$ cat config.mk
export PLATFORM = sky130hd
export DESIGN_NAME = power_budget_capability
export DESIGN_NICKNAME = d
export VERILOG_FILES = /design/src/hw/power_budget_pkg.sv /design/src/hw/power_budget_capability.sv /design/src/hw/budget_entry_mux.sv
export VERILOG_INCLUDE_DIRS = /design/src /design/src/hw
export SDC_FILE = /design/constraint.sdc
export NUM_CORES = 1
export LEC_CHECK = 0
export ABC_AREA = 1
export BUFFER_PORTS_ARGS = -buffer_cell sky130_fd_sc_hd__buf_2
export CELL_PAD_IN_SITES_DETAIL_PLACEMENT = 1
export CELL_PAD_IN_SITES_GLOBAL_PLACEMENT = 1
export CORE_MARGIN = 3
export CORE_UTILIZATION = 31
export CTS_CLUSTER_DIAMETER = 100
export DETAILED_ROUTE_END_ITERATION = 16
export PLACE_DENSITY_LB_ADDON = 0.1
export SLEW_MARGIN = 10
export SYNTH_ARGS = -nofsm -noshare
export SYNTH_HDL_FRONTEND = slang
export SYNTH_SLANG_ARGS = --single-unit
$ cat constraint.sdc
create_clock -name clk -period 2.7 [get_ports clk]
set_input_delay 0 -clock clk [delete_from_list [all_inputs] [get_ports clk]]
set_output_delay 0 -clock clk [all_outputs]
set_load 0.05 [all_outputs]
$ cat src/hw/power_budget_params.svh
// Purpose: Offsets, field values, reset values for the power budget block
// Assumes: Byte addresses on a 12-bit config offset
// Notes: Included by bare name
`ifndef POWER_BUDGET_PARAMS_SVH
`define POWER_BUDGET_PARAMS_SVH

`define PB_ADDR_W 12
`define PB_OFF_HEADER 12'h20c
`define PB_OFF_SELECT 12'h210
`define PB_OFF_DATA 12'h214
`define PB_OFF_FLAGS 12'h218

`define PB_CAP_ID 16'h0004
`define PB_CAP_VER 4'h1
`define PB_NEXT_UP 12'h230
`define PB_NEXT_DOWN 12'h220

`define PB_SEL_MAX 8'h00
`define PB_SEL_SUST 8'h01
`define PB_SEL_RESET 8'h00

`define PB_BASE_RESET 8'h04
`define PB_SCALE_RESET 2'h0
`define PB_SUBSTATE_RESET 3'h0
`define PB_PMSTATE_RESET 2'h0
`define PB_TYPE_MAX 3'h7
`define PB_TYPE_SUST 3'h1
`define PB_RAIL_RESET 3'h2
`define PB_SYSALLOC_RESET 1'h0

`endif

$ cat src/hw/power_budget_pkg.sv
// Purpose: Types for the power budget capability block
// Assumes: Nothing
// Notes: Field layout of the budget data word, low bit first at the bottom
package power_budget_pkg;

    typedef struct packed {
        logic [10:0] reserved;
        logic [2:0] rail;
        logic [2:0] kind;
        logic [1:0] pm_state;
        logic [2:0] substate;
        logic [1:0] scale;
        logic [7:0] base_power;
    } budget_word_t;

    typedef struct packed {
        logic [11:0] addr;
        logic [31:0] wdata;
        logic wr;
        logic rd;
    } reg_req_t;

    typedef struct packed {
        logic [7:0] selector;
        logic [7:0] base_power;
        logic sys_alloc;
        logic [31:0] rdata;
    } bank_state_t;

endpackage

$ cat src/hw/power_budget_capability.sv
// Purpose: Register bank of the power budgeting extended capability
// Assumes: One clock, synchronous active-high reset, simple strobe bus
// Notes: Read data stands one cycle after the read strobe, zero otherwise
//
// Strobed register access was decided locally.
`timescale 1ns/1ns
`default_nettype none
`include "power_budget_params.svh"
module power_budget_capability #(
    parameter logic [7:0] SUST_BASE = 8'h04,
    parameter logic [1:0] SUST_SCALE = 2'h0,
    parameter logic [2:0] SUST_RAIL = 3'h2
) (
    // Clock and reset
    input wire logic clk,
    input wire logic rst,
    // Port role strap, same clock domain
    input wire logic is_upstream,
    // Nonvolatile auto-load
    input wire logic load_valid,
    input wire logic [7:0] load_base_power,
    input wire logic load_sys_alloc,
    // Register bus
    input wire logic [11:0] addr,
    input wire logic [31:0] wdata,
    input wire logic wr,
    input wire logic rd,
    output logic [31:0] rdata
);
    localparam int NUM_REGS = 4;
    localparam int IDX_HEADER = 0;
    localparam int IDX_SELECT = 1;
    localparam int IDX_DATA = 2;
    localparam int IDX_FLAGS = 3;

    // Decode table, one offset per register in index order
    localparam logic [11:0] REG_OFFSET [NUM_REGS] = '{
        `PB_OFF_HEADER,
        `PB_OFF_SELECT,
        `PB_OFF_DATA,
        `PB_OFF_FLAGS
    };

    // Bits software may change, per register
    localparam logic [31:0] WRITE_MASK [NUM_REGS] = '{
        32'h0000_0000,
        32'h0000_00ff,
        32'h0000_0000,
        32'h0000_0000
    };

    // Bits that read back; the rest are reserved and read zero
    localparam logic [31:0] READ_MASK [NUM_REGS] = '{
        32'hffff_ffff,
        32'h0000_00ff,
        32'h001f_ffff,
        32'h0000_0001
    };

    localparam power_budget_pkg::bank_state_t RESET_STATE = '{
        selector: `PB_SEL_RESET,
        base_power: `PB_BASE_RESET,
        sys_alloc: `PB_SYSALLOC_RESET,
        rdata: 32'h0
    };

    // Register state and its next value
    power_budget_pkg::bank_state_t state;
    power_budget_pkg::bank_state_t next_state;

    // Bus request as one carrier
    power_budget_pkg::reg_req_t req;

    // Entry word from the selector mux, and its fields
    power_budget_pkg::budget_word_t word;
    logic [7:0] entry_base;
    logic [1:0] entry_scale;
    logic [2:0] entry_substate;
    logic [1:0] entry_pm_state;
    logic [2:0] entry_kind;
    logic [2:0] entry_rail;

    // Header fields
    logic [15:0] cap_id;
    logic [3:0] cap_ver;
    logic [11:0] next_ptr;
    logic [31:0] header;

    // Read words before and after masking
    logic [31:0] select_word;
    logic [31:0] data_word;
    logic [31:0] flags_word;
    logic [31:0] reg_word [NUM_REGS];
    logic [31:0] masked_word [NUM_REGS];
    logic [31:0] gated_word [NUM_REGS];
    logic [31:0] read_word;

    // Address decode
    logic [NUM_REGS-1:0] hit;
    logic any_hit;
    logic select_write;
    logic [31:0] select_merged;

    // Next value of each field of the state
    logic [7:0] next_selector;
    logic [7:0] next_base_power;
    logic next_sys_alloc;
    logic [31:0] next_rdata;

    budget_entry_mux #(
        .SUST_BASE(SUST_BASE),
        .SUST_SCALE(SUST_SCALE),
        .SUST_RAIL(SUST_RAIL)
    ) u_mux (
        .selector(state.selector),
        .base_power(state.base_power),
        .word(word)
    );

    // Bus request gathered into one carrier
    always_comb begin
        req.addr = addr;
        req.wdata = wdata;
        req.wr = wr;
        req.rd = rd;
    end

    // Header fields; the pointer follows the port role strap
    always_comb begin
        cap_id = `PB_CAP_ID;
        cap_ver = `PB_CAP_VER;
        if (is_upstream) begin
            next_ptr = `PB_NEXT_UP;
        end else begin
            next_ptr = `PB_NEXT_DOWN;
        end
        header = {next_ptr, cap_ver, cap_id};
    end

    // Selector readback, upper bits reserved
    always_comb begin
        select_word = 32'h0;
        select_word[7:0] = state.selector;
    end

    // Entry fields named, then repacked with reserved bits zero
    always_comb begin
        entry_base = word.base_power;
        entry_scale = word.scale;
        entry_substate = word.substate;
        entry_pm_state = word.pm_state;
        entry_kind = word.kind;
        entry_rail = word.rail;
    end

    // Built from the live selector, so a write then read is fresh
    always_comb begin
        data_word = 32'h0;
        data_word[7:0] = entry_base;
        data_word[9:8] = entry_scale;
        data_word[12:10] = entry_substate;
        data_word[14:13] = entry_pm_state;
        data_word[17:15] = entry_kind;
        data_word[20:18] = entry_rail;
    end

    // Allocation flag word
    always_comb begin
        flags_word = 32'h0;
        flags_word[0] = state.sys_alloc;
    end

    // Words in decode order
    always_comb begin
        reg_word[IDX_HEADER] = header;
        reg_word[IDX_SELECT] = select_word;
        reg_word[IDX_DATA] = data_word;
        reg_word[IDX_FLAGS] = flags_word;
    end

    // Decode and gate per register
    for (genvar g = 0; g < NUM_REGS; g++) begin : g_reg
        assign hit[g] = (req.addr == REG_OFFSET[g]);
        assign masked_word[g] = reg_word[g] & READ_MASK[g];
        assign gated_word[g] = hit[g] ? masked_word[g] : 32'h0;
    end

    // One-hot decode lets an OR stand in for a wide case
    always_comb begin
        read_word = 32'h0;
        for (int i = 0; i < NUM_REGS; i++) begin
            read_word = read_word | gated_word[i];
        end
    end

    always_comb begin
        any_hit = |hit;
        select_write = req.wr && hit[IDX_SELECT];
    end

    // Only bits under the write mask take bus data
    always_comb begin
        select_merged = select_word & ~WRITE_MASK[IDX_SELECT];
        select_merged = select_merged | (req.wdata & WRITE_MASK[IDX_SELECT]);
    end

    always_comb begin
        next_selector = state.selector;
        if (select_write) begin
            next_selector = select_merged[7:0];
        end
    end

    // Auto-load overrides read-only defaults before software looks
    always_comb begin
        next_base_power = state.base_power;
        next_sys_alloc = state.sys_alloc;
        if (load_valid) begin
            next_base_power = load_base_power;
            next_sys_alloc = load_sys_alloc;
        end
    end

    // Read data stands one cycle, zero otherwise; unmapped reads zero
    always_comb begin
        next_rdata = 32'h0;
        if (req.rd && any_hit) begin
            next_rdata = read_word;
        end
    end

    always_comb begin
        next_state = state;
        next_state.selector = next_selector;
        next_state.base_power = next_base_power;
        next_state.sys_alloc = next_sys_alloc;
        next_state.rdata = next_rdata;
    end

    always_ff @(posedge clk) begin
        if (rst) begin
            state <= RESET_STATE;
        end else begin
            state <= next_state;
        end
    end

    assign rdata = state.rdata;
endmodule
`default_nettype wire

$ cat src/hw/budget_entry_mux.sv
// Purpose: Builds the budget data word for the selected entry
// Assumes: Combinational, fed from registers of the bank
// Notes: Sustained entry base power, scale and rail are parameters
`timescale 1ns/1ns
`default_nettype none
`include "power_budget_params.svh"
module budget_entry_mux #(
    parameter logic [7:0] SUST_BASE = 8'h04,
    parameter logic [1:0] SUST_SCALE = 2'h0,
    parameter logic [2:0] SUST_RAIL = 3'h2
) (
    // Selection
    input wire logic [7:0] selector,
    input wire logic [7:0] base_power,
    // Result
    output var power_budget_pkg::budget_word_t word
);
    always_comb begin
        word = '0;
        case (selector)
            `PB_SEL_MAX: begin
                word.base_power = base_power;
                word.scale = `PB_SCALE_RESET;
                word.substate = `PB_SUBSTATE_RESET;
                word.pm_state = `PB_PMSTATE_RESET;
                word.kind = `PB_TYPE_MAX;
                word.rail = `PB_RAIL_RESET;
            end
            `PB_SEL_SUST: begin
                word.base_power = SUST_BASE;
                word.scale = SUST_SCALE;
                word.substate = `PB_SUBSTATE_RESET;
                word.pm_state = `PB_PMSTATE_RESET;
                word.kind = `PB_TYPE_SUST;
                word.rail = SUST_RAIL;
            end
            default: begin
                // Unsupported entry reads as all zero
                word = '0;
            end
        endcase
    end
endmodule
`default_nettype wire

==> metrics.csv, run 1 <==
stage;metric;value;unit
hold_path;Hold Crit Class;in2reg;
yosys;Gate Count Post-Synth;219;
detailed_routing;wire per inst;10.5;microns
floorplanning;Initial Util;32.4;%
floorplanning;Die X;76.7;microns
pwr;VDD IR max;275;uV
clock_network;hold_buf cts;19;
finish;final core occ;41.0;%
placed_design;placed cells;316;
yosys;Area contributors post-synth;dfxtp_1, buf_4, nand2_1;
worst_setup_path;CP cell instances;inv_1, nand2_1, nor2_1, nand2_1, inv_1, nand3_1, a21oi_1;
timing;Slew Limit Fails;0;
floorplanning;I/O pin count;91;
pwr;Pwr Total;957;uW
yosys;area leader, netlist;dfxtp_1;
status;status;finished clean;
placed_design;PortBufs;49;
timing;endpoints failing setup;0;
yosys;count leader, synth;nand2_1;
worst_setup_path;WP buf/inv;2;
detailed_routing;met2 WL post-DR;1700;microns
timing;min cycle time layout;1290;ps
timing;Final Hold Viols;0;
yosys;flip-flop and latch count after synthesis;30;
global_route;GRT Util Overall;13.2;%
floorplanning;row count;25;
floorplanning;Die Height;76.7;microns
worst_setup_path;WS Path Type;reg2reg;
placed_design;Detailed Place HPWL;2740;microns
detailed_routing;Routed WL;3620;microns
pwr;Leakage;0.00109;uW
detailed_routing;via count;1403;
clock_network;CTS tree;built;
detailed_routing;top sig layer;met4;
finish;antenna diode instance count;0;
yosys;Syn Area/Cell;7.08;sq um
timing;Layout Skew;3.59;ps
yosys;ys async rst share;0;%
worst_setup_path;critical path's top delay family;simple AND/OR/NAND/NOR gates;
worst_setup_path;CP max FO;7;
detailed_routing;vias per inst;4.09;
detailed_routing;DRT antenna net count;0;
clock_network;Clock Path Buffers;2;
worst_setup_path;Setup crit end kind;flop;
yosys;commonest cells in the netlist;nand2_1, nor2_1, buf_4;
yosys;Unique masters post-synth;22;
flow_run;Max Cap Violations;0;
clock_network;CTS Sinks;30;
clock_network;# Post-CTS Setup Buffers;0;
clock_network;post-CTS resize count;0;
finish;area grow syn2layout;26.5;%
clock_network;clock-pin slew on the worst setup and hold paths;60;ps
timing;unrepaired setup endpoints after global routing;false;
global_route;vias in the first global route;1353;
timing;f_max;774;MHz
yosys;Syn. warnings;0;
worst_setup_path;Worst path max stage delay;320;ps
worst_setup_path;Worst Setup Start Kind;flop;
detailed_routing;Initial DRT Pass Iterations;4;
detailed_routing;met1 wire length;1570;microns
global_route;Overflow after GRT;0;
timing;final setup TNS;0;ps
worst_setup_path;slowest CP cell;dfxtp_1;
detailed_routing;DR WL met3;293;microns
placed_design;global placement routability congestion;0.707;
clock_network;worst-skew pair later-pin latency;280;ps
floorplanning;core area;4790;sq um
yosys;Mapped Area;1550;sq um
yosys;Post-synth EDFFs;0;
clock_network;clock root buffer;clkbuf_8;
yosys;post-synth top area share;38.7;%
finish;Final Non-Filler Cells;343;
global_route;initial antenna violation count;0;
clock_network;CTS Buf Count;5;
yosys;Synth Flop Type;dfxtp_1;
pwr;pwr/cell area;488;nW/um^2
worst_setup_path;required time worst endpoint;2910;ps
finish;Final nets;334;
floorplanning;Die Area;5890;sq um
finish;share of post-route cells with drive strength above 1;24.6;%
global_route;first-pass GRT wire length;6220;microns
timing;period utilisation layout;47.9;%
detailed_routing;DRT iter0 DRCs;31;
clock_network;CTS HTree Levels;2;
detailed_routing;# DRC;0;
yosys;sequential share of the synthesized area;38.7;%
global_route;largest net degree at the start of global routing;17;
worst_setup_path;WP data arrival;1500;ps
==> placed cells by master (no fill, tap or decap), types with 6 or more instances in the layout <==
cell type,n
buf_2,49
nand2_1,44
nor2_1,42
dfxtp_1,30
inv_1,23
dlygate4sd3_1,19
conb_1,17
nand3_1,9
o21ai_0,9
a21oi_1,7
clkbuf_8,6
==> flip-flops by register name, indices dropped and copies added, names as in the netlist <==
register     flops
state            8
masked_word      8
flags_word       1
rdata           13
==> power breakdown <==
part | internal [uW] | leakage [uW] | total, uW | switching [uW]
Sequential | 452 | 0.000244 | 458 | 5.90
Combinational | 45.1 | 0.000801 | 132 | 87.0
Clock | 205 | 0.0000482 | 367 | 162
Total | 702 | 0.00109 | 957 | 255
==> layer usage <==
metal	vias up	global-route usage [%]
met2	49	21.9
met5	-	0
met3	7	4.46
met1	613	15.7
li1	734	-
met4	0	4.89
==> path summary, 6_finish.rpt <==
path	from	endpoint	slack [ps]	cells past startpoint
min	load_valid	state[35]	80	2
max	masked_word[71]	rdata[4]	1410	7
max reg2reg	masked_word[71]	rdata[4]	1410	7
min reg2reg	state[35]	state[35]	470	2
==> stage by stage <==
stage / setup slack, ps / hold slack [ps] / instance area (sq um)
after floorplan: 1660 / 99.7 / 1610
after global placement: 1390 / 220 / 1680
after detailed placement: 1400 / 223 / 1680
after CTS: 1380 / 68.1 / 1960
after global routing: 1120 / 91.9 / 1960
final: 1410 / 75.7 / 1960
==> area by class of cell <==
cell class	count	area, sq um
timing repair buffer	68	435
tap	67	83.8
clock inverter	1	5.00
fill	649	2830
multi-input combinational	146	659
clock buffer	7	86.3
sequential	30	601
inverter	24	90.1
==> kinds of logic (layout without fill, tap and decap cells) <==
logic type / count (synthesis) / after routing / share of synthesized area [%]
AND/OR/NAND/NOR: 112 / 112 / 32.9
buffers and inverters: 59 / 100 / 22.6
AO/OA/AOI/OAI: 17 / 17 / 5.49
flip-flops: 30 / 30 / 38.7
other: 1 / 17 / 0.242
(Power assumes the default switching activity.)
==> run 2: changes to the inputs <==
--- a/config.mk
+++ b/config.mk
@@ -6,7 +6,7 @@
 export SDC_FILE = /design/constraint.sdc
 export NUM_CORES = 1
 export LEC_CHECK = 0
-export ABC_AREA = 1
+export ABC_AREA = 0
 export BUFFER_PORTS_ARGS = -buffer_cell sky130_fd_sc_hd__buf_2
 export CELL_PAD_IN_SITES_DETAIL_PLACEMENT = 1
 export CELL_PAD_IN_SITES_GLOBAL_PLACEMENT = 1
==> constraint.sdc (replaced) <==
create_clock -name clk -period 1.2 [get_ports clk]
set_input_delay 0 -clock clk [delete_from_list [all_inputs] [get_ports clk]]
set_output_delay 0 -clock clk [all_outputs]
set_load 0.05 [all_outputs]
==> run 2 against run 1 <==
The flow now finishes with violations (setup timing). Critical endpoint is now rdata[0]. Non-clock buffer count up 18. Via count down 5.6%. Final area up 12%. Count of clock-buffer cells in the layout down 1. Sequential power up 120%. Global-route usage up 0.77 points. Largest cell class unchanged. Die area up 2.5%. Worst hold slack better by 17 ps. Clock power rose to 2.8 times the previous value. Largest power group unchanged. Register-to-register slack worse by 1400 ps.
==> metrics.csv, run 2 <==
stage;metric;value;unit
timing;post-layout worst setup margin;-36.0;ps
placed_design;global placement routability congestion;0.703;
finish;commonest cells after routing, fill and taps aside;buf_2, dfxtp_1, nand2b_1, dlygate4sd3_1, buf_4;
worst_setup_path;required time worst endpoint;1400;ps
placed_design;dpl ws;-74.7;ps
finish;antenna diode instance count;0;
floorplanning;I/O pin count;91;
worst_setup_path;reg2reg start;masked_word[67];
timing;Final Hold Viols;0;
yosys;Synth Flop Type;dfxtp_1;
yosys;commonest cells in the netlist;buf_4, dfxtp_1, nand2b_1;
timing;f_max;809;MHz
clock_network;clock-pin slew on the worst setup and hold paths;60;ps
global_route;GRT Util Overall;13.9;%
hold_path;Hold Crit Class;in2reg;
finish;max reg flops;13;
global_route;largest net degree at the start of global routing;26;
worst_setup_path;R2R Setup Slk;-40;ps
yosys;Mapped Area;1590;sq um
global_route;Overflow after GRT;0;
worst_setup_path;WP buf/inv;1;
worst_setup_path;WS Path Type;reg2reg;
detailed_routing;via count;1325;
pwr;VDD IR max;541;uV
floorplanning;Die X;77.7;microns
timing;unrepaired setup endpoints after global routing;true;
clock_network;CTS Buf Count;5;
finish;multi-input logic area;808;sq um
yosys;count leader, synth;buf_4;
yosys;sequential share of the synthesized area;37.7;%
worst_setup_path;Worst Setup Start Kind;flop;
worst_setup_path;critical path's top delay family;simple AND/OR/NAND/NOR gates;
detailed_routing;wire per inst;13.7;microns
worst_setup_path;R2R depth;4;
clock_network;clock root buffer;clkbuf_8;
detailed_routing;DRT antenna net count;0;
status;violated checks;setup timing;
clock_network;CTS tree;built;
timing;endpoints failing setup;4;
detailed_routing;Initial DRT Pass Iterations;4;
timing;Layout Skew;6.71;ps
status;status;complete, but fails checks;
yosys;Syn. warnings;0;
timing;min cycle time layout;1240;ps
detailed_routing;vias per inst;4.43;
placed_design;Detailed Place HPWL;3100;microns
pwr;Leakage;0.000972;uW
pwr;pwr/cell area;1090;nW/um^2
placed_design;PortBufs;49;
finish;area grow syn2layout;37.9;%
clock_network;worst-skew pair later-pin latency;280;ps
worst_setup_path;WP data arrival;1440;ps
hold_path;Hold EP;rdata[19];
detailed_routing;Routed WL;4090;microns
yosys;Post-synth EDFFs;0;
worst_setup_path;reg-to-reg critical path endpoint;rdata[0];
yosys;flip-flop and latch count after synthesis;30;
clock_network;Clock Path Buffers;2;
yosys;post-synth top area share;37.7;%
global_route;first-pass GRT wire length;6630;microns
detailed_routing;DRT iter0 DRCs;49;
yosys;ys async rst share;0;%
finish;Fill cells;575;
pwr;Pwr Total;2400;uW
worst_setup_path;CP max FO;3;
worst_setup_path;CP cell instances;nor4_4, buf_4, nand4_1, a211oi_2;
worst_setup_path;Worst path max stage delay;340;ps
timing;Slew Limit Fails;0;
yosys;area leader, netlist;dfxtp_1;
yosys;Syn Area/Cell;9.89;sq um
global_route;vias in the first global route;1412;
finish;share of post-route cells with drive strength above 1;39.7;%
floorplanning;core area;4850;sq um
hold_path;Worst Hold Path Cells;4;
finish;most common cell after layout, fill and taps aside;buf_2;
floorplanning;Die Area;6030;sq um
floorplanning;row count;25;
detailed_routing;# DRC;0;
yosys;Area contributors post-synth;dfxtp_1, buf_4, mux2i_1;
timing;period utilisation layout;103;%
clock_network;CTS Sinks;30;
global_route;initial antenna violation count;0;
clock_network;CTS HTree Levels;2;
yosys;Gate Count Post-Synth;161;
flow_run;Max Cap Violations;0;
worst_setup_path;Setup crit end kind;flop;
floorplanning;Die Height;77.7;microns
finish;sequential cell area;604;sq um
finish;Final nets;291;
yosys;Unique masters post-synth;34;
floorplanning;Initial Util;32.9;%
hold_path;critical hold path startpoint;addr[5];
worst_setup_path;slowest CP cell;nor4_4;
[run 2: timing repair]
action,4_1_cts,5_1_grt
endpoints found under the hold margin,18,0
pin swaps,5,2
resized for setup,6,5
hold buffers,18,0
endpoints found under the setup margin,11,11
buffers inserted,1,0
[run 2: worst max-delay path by stage]
stage,from,to,cells past startpoint
2_1_floorplan,masked_word[70],rdata[2],3
6_report,masked_word[67],rdata[0],4
4_1_cts,masked_word[67],rdata[16],4
3_5_place_dp,masked_word[71],rdata[16],4
5_1_grt,masked_word[67],rdata[7],4
3_3_place_gp,addr[3],masked_word[70],5
[run 2: cells by family after synthesis]
group / synth area share [%]
simple gates: 28.0
buf+inv: 17.5
flops: 37.7
mux: 10.7
compound gates: 5.81
other cells: 0.235
[run 2: area by class of cell]
class                      count  area share [%]
tap                           67            3.82
timing repair buffer          86            26.4
multi-input combinational    107            36.8
sequential                    30            27.5
inverter                       2           0.342
clock buffer                   6            3.76
clock inverter                 1            1.37
[run 2: per-layer routing]
layer | routed length, microns | global-route usage [%] | up-vias
li1 | - | - | 647
met1 | 1730 | 16.0 | 643
met2 | 2170 | 24.8 | 33
met3 | 182 | 4.64 | 2
met4 | 8 | 3.20 | 0
met5 | 0 | 0 | -
[run 2: stage by stage]
stage / util [%] / hold WS [ps] / std cells / TNS (ps) / cell area [sq um]
after floorplan: - / 112 / 177 / -14.6 / 1650
after global placement: 38.3 / 210 / 273 / -218 / 1860
after detailed placement: 38.3 / 221 / 273 / -423 / 1860
after CTS: 44.9 / 104 / 299 / -40.1 / 2180
after global routing: 45.3 / 83.4 / 299 / -665 / 2200
final: 45.3 / 93.0 / 299 / -80.7 / 2200
[run 2: power breakdown]
group	switching, uW	leakage (uW)	internal (uW)
Sequential	10.3	0.000245	1010
Clock	353	0.0000573	663
Combinational	216	0.000669	143
Total	579	0.000972	1820
[run 2: worst reg2reg max path: cells and delay by family (launching register included)]
family	cells	cell delay, ps
buffers and inverters	1	190
AOI/OAI and AO/OA	1	200
DFF	1	330
and+or+nand+nor	2	450
==> run 3: changes to the inputs <==
--- a/config.mk
+++ b/config.mk
@@ -8,13 +8,11 @@
 export LEC_CHECK = 0
 export ABC_AREA = 0
 export BUFFER_PORTS_ARGS = -buffer_cell sky130_fd_sc_hd__buf_2
-export CELL_PAD_IN_SITES_DETAIL_PLACEMENT = 1
-export CELL_PAD_IN_SITES_GLOBAL_PLACEMENT = 1
 export CORE_MARGIN = 3
-export CORE_UTILIZATION = 31
+export CORE_UTILIZATION = 44
 export CTS_CLUSTER_DIAMETER = 100
 export DETAILED_ROUTE_END_ITERATION = 16
-export PLACE_DENSITY_LB_ADDON = 0.1
+export PLACE_DENSITY = 0.8
 export SLEW_MARGIN = 10
 export SYNTH_ARGS = -nofsm -noshare
 export SYNTH_HDL_FRONTEND = slang
==> run 3 against run 2 <==
The flow still finishes with violations (setup timing). Global-route usage up 4.0 points. Wire length down 13%. Cell count decreased by 7.0%. Sequential cell count stayed put. Non-clock buffer count is 1 lower. Total power is 16% lower. Worst hold slack got worse by 56 ps. Clock power shrank 38%. Clock skew grew 5.0 ps. Largest cell class unchanged. Largest power group unchanged.
==> metrics.csv, run 3 (synthesis results as in run 2) <==
stage;metric;value;unit
status;status;complete, but fails checks;
status;violated checks;setup timing;
timing;period utilisation layout;104;%
finish;Final nets;290;
pwr;switch share;28.5;%
worst_setup_path;WP buf/inv;0;
global_route;initial antenna violation count;0;
placed_design;Detailed Place HPWL;2500;microns
global_route;first-pass GRT wire length;5920;microns
detailed_routing;via count;1306;
worst_setup_path;CP cell instances;mux2i_1, or4b_4, a211oi_2;
finish;most common cell after layout, fill and taps aside;buf_2;
floorplanning;Die Area;4380;sq um
clock_network;CTS Buf Count;5;
clock_network;CTS Sinks;30;
worst_setup_path;WS Path Type;reg2reg;
timing;unrepaired setup endpoints after global routing;true;
global_route;GRT Util Overall;18.0;%
pwr;clock group share of total power;31.6;%
worst_setup_path;required time worst endpoint;1470;ps
timing;Slew Limit Fails;0;
finish;area grow syn2layout;31.7;%
floorplanning;row count;21;
placed_design;PortBufs;49;
detailed_routing;DRT antenna net count;0;
timing;endpoints failing setup;2;
flow_run;Max Cap Violations;0;
clock_network;CTS HTree Levels;2;
timing;min cycle time layout;1250;ps
pwr;power share of the combinational group;17.7;%
detailed_routing;Initial DRT Pass Iterations;4;
timing;final setup TNS;-55.0;ps
floorplanning;Initial Util;46.6;%
clock_network;worst-skew pair later-pin latency;340;ps
timing;Worst Tran Pin Value;513;ps
floorplanning;Die Height;66.2;microns
hold_path;Hold Crit Class;in2reg;
detailed_routing;Routed WL;3540;microns
worst_setup_path;Worst Setup Start Kind;flop;
global_route;largest net degree at the start of global routing;26;
floorplanning;Die X;66.2;microns
detailed_routing;DRT iter0 DRCs;45;
timing;Final Hold Viols;0;
detailed_routing;vias per inst;4.70;
detailed_routing;# DRC;0;
pwr;Seq pwr share;50.7;%
timing;hold_ws;36.6;ps
timing;post-layout worst setup margin;-46.4;ps
pwr;Leakage;0.000946;uW
worst_setup_path;critical path's top delay family;simple AND/OR/NAND/NOR gates;
finish;Fill cells;297;
clock_network;Clock Path Buffers;2;
worst_setup_path;R2R Setup Slk;-50;ps
finish;max reg flops;13;
pwr;VDD IR max;711;uV
worst_setup_path;slowest CP cell;or4b_4;
worst_setup_path;Setup crit end kind;flop;
placed_design;global placement routability congestion;0.833;
clock_network;clock-pin slew on the worst setup and hold paths;100;ps
pwr;NetSw;575;uW
detailed_routing;wire per inst;12.7;microns
clock_network;clock root buffer;clkbuf_4;
pwr;internal power;1440;uW
global_route;vias in the first global route;1315;
timing;f_max;802;MHz
timing;Layout Skew;11.7;ps
pwr;Pwr Total;2020;uW
timing;slew margin rel.;65.3;%
floorplanning;I/O pin count;91;
worst_setup_path;Worst path max stage delay;520;ps
finish;share of post-route cells with drive strength above 1;37.5;%
finish;antenna diode instance count;0;
worst_setup_path;WP data arrival;1510;ps
pwr;pwr/cell area;961;nW/um^2
clock_network;CTS tree;built;
floorplanning;core area;3420;sq um
global_route;Overflow after GRT;0;
worst_setup_path;CP max FO;2;
finish;commonest cells after routing, fill and taps aside;buf_2, dfxtp_1, dlygate4sd3_1, nand2b_1;
## run 3: area by class of cell
cell class	count	area [sq um]	area share [%]
clock buffer	7	55.1	2.62
clock inverter	1	5.00	0.239
inverter	2	7.51	0.358
multi-input combinational	107	790	37.6
sequential	30	608	29.0
tap	46	57.6	2.74
timing repair buffer	85	576	27.4
## run 3: path summary, 6_finish.rpt
kind / from / end / depth (start not counted)
max: flags_word[0] / rdata[0] / 3
min: rst / rdata[24] / 4
max reg2reg: flags_word[0] / rdata[0] / 3
min reg2reg: state[36] / rdata[3] / 2
## run 3: through the flow
stage | area (sq um) | setup slack, ps | utilization, % | std cells
6_report | 2100 | -46.4 | 61.4 | 278
3_5_place_dp | 1820 | -88.9 | 53.2 | 250
3_3_place_gp | 1820 | -89.3 | 53.2 | 250
5_1_grt | 2100 | -118 | 61.4 | 278
4_1_cts | 2080 | -61.8 | 61.0 | 278
2_1_floorplan | 1650 | -14.6 | - | 177
## run 3: power by group through the flow
stage | clock (uW) | sequential, uW | combinational [uW]
floorplan | 0 | 1040 | 252
global placement | 0 | 1050 | 304
detailed placement | 0 | 1050 | 308
CTS | 652 | 1020 | 356
global route | 696 | 1020 | 388
finish | 636 | 1020 | 358
## run 3: routing by layer
metal | routed length [microns] | share of wire, % | track usage, %
met4 | 55 | 1.6 | 5.84
met1 | 1490 | 42 | 20.6
met2 | 1710 | 48 | 30.2
met5 | 0 | 0 | 0
met3 | 290 | 8.2 | 7.14
## run 3: worst min-delay path: cells and delay by family
family	cells	cell delay [ps]
simple gates	3	230
buf+inv	1	100
## run 3: repair_timing
action	4_1_cts	5_1_grt
resized for setup	5	4
buffers inserted	1	0
setup endpoints to repair	9	9
hold buffers	19	0
hold endpoints to repair	19	0
pin swaps	3	4
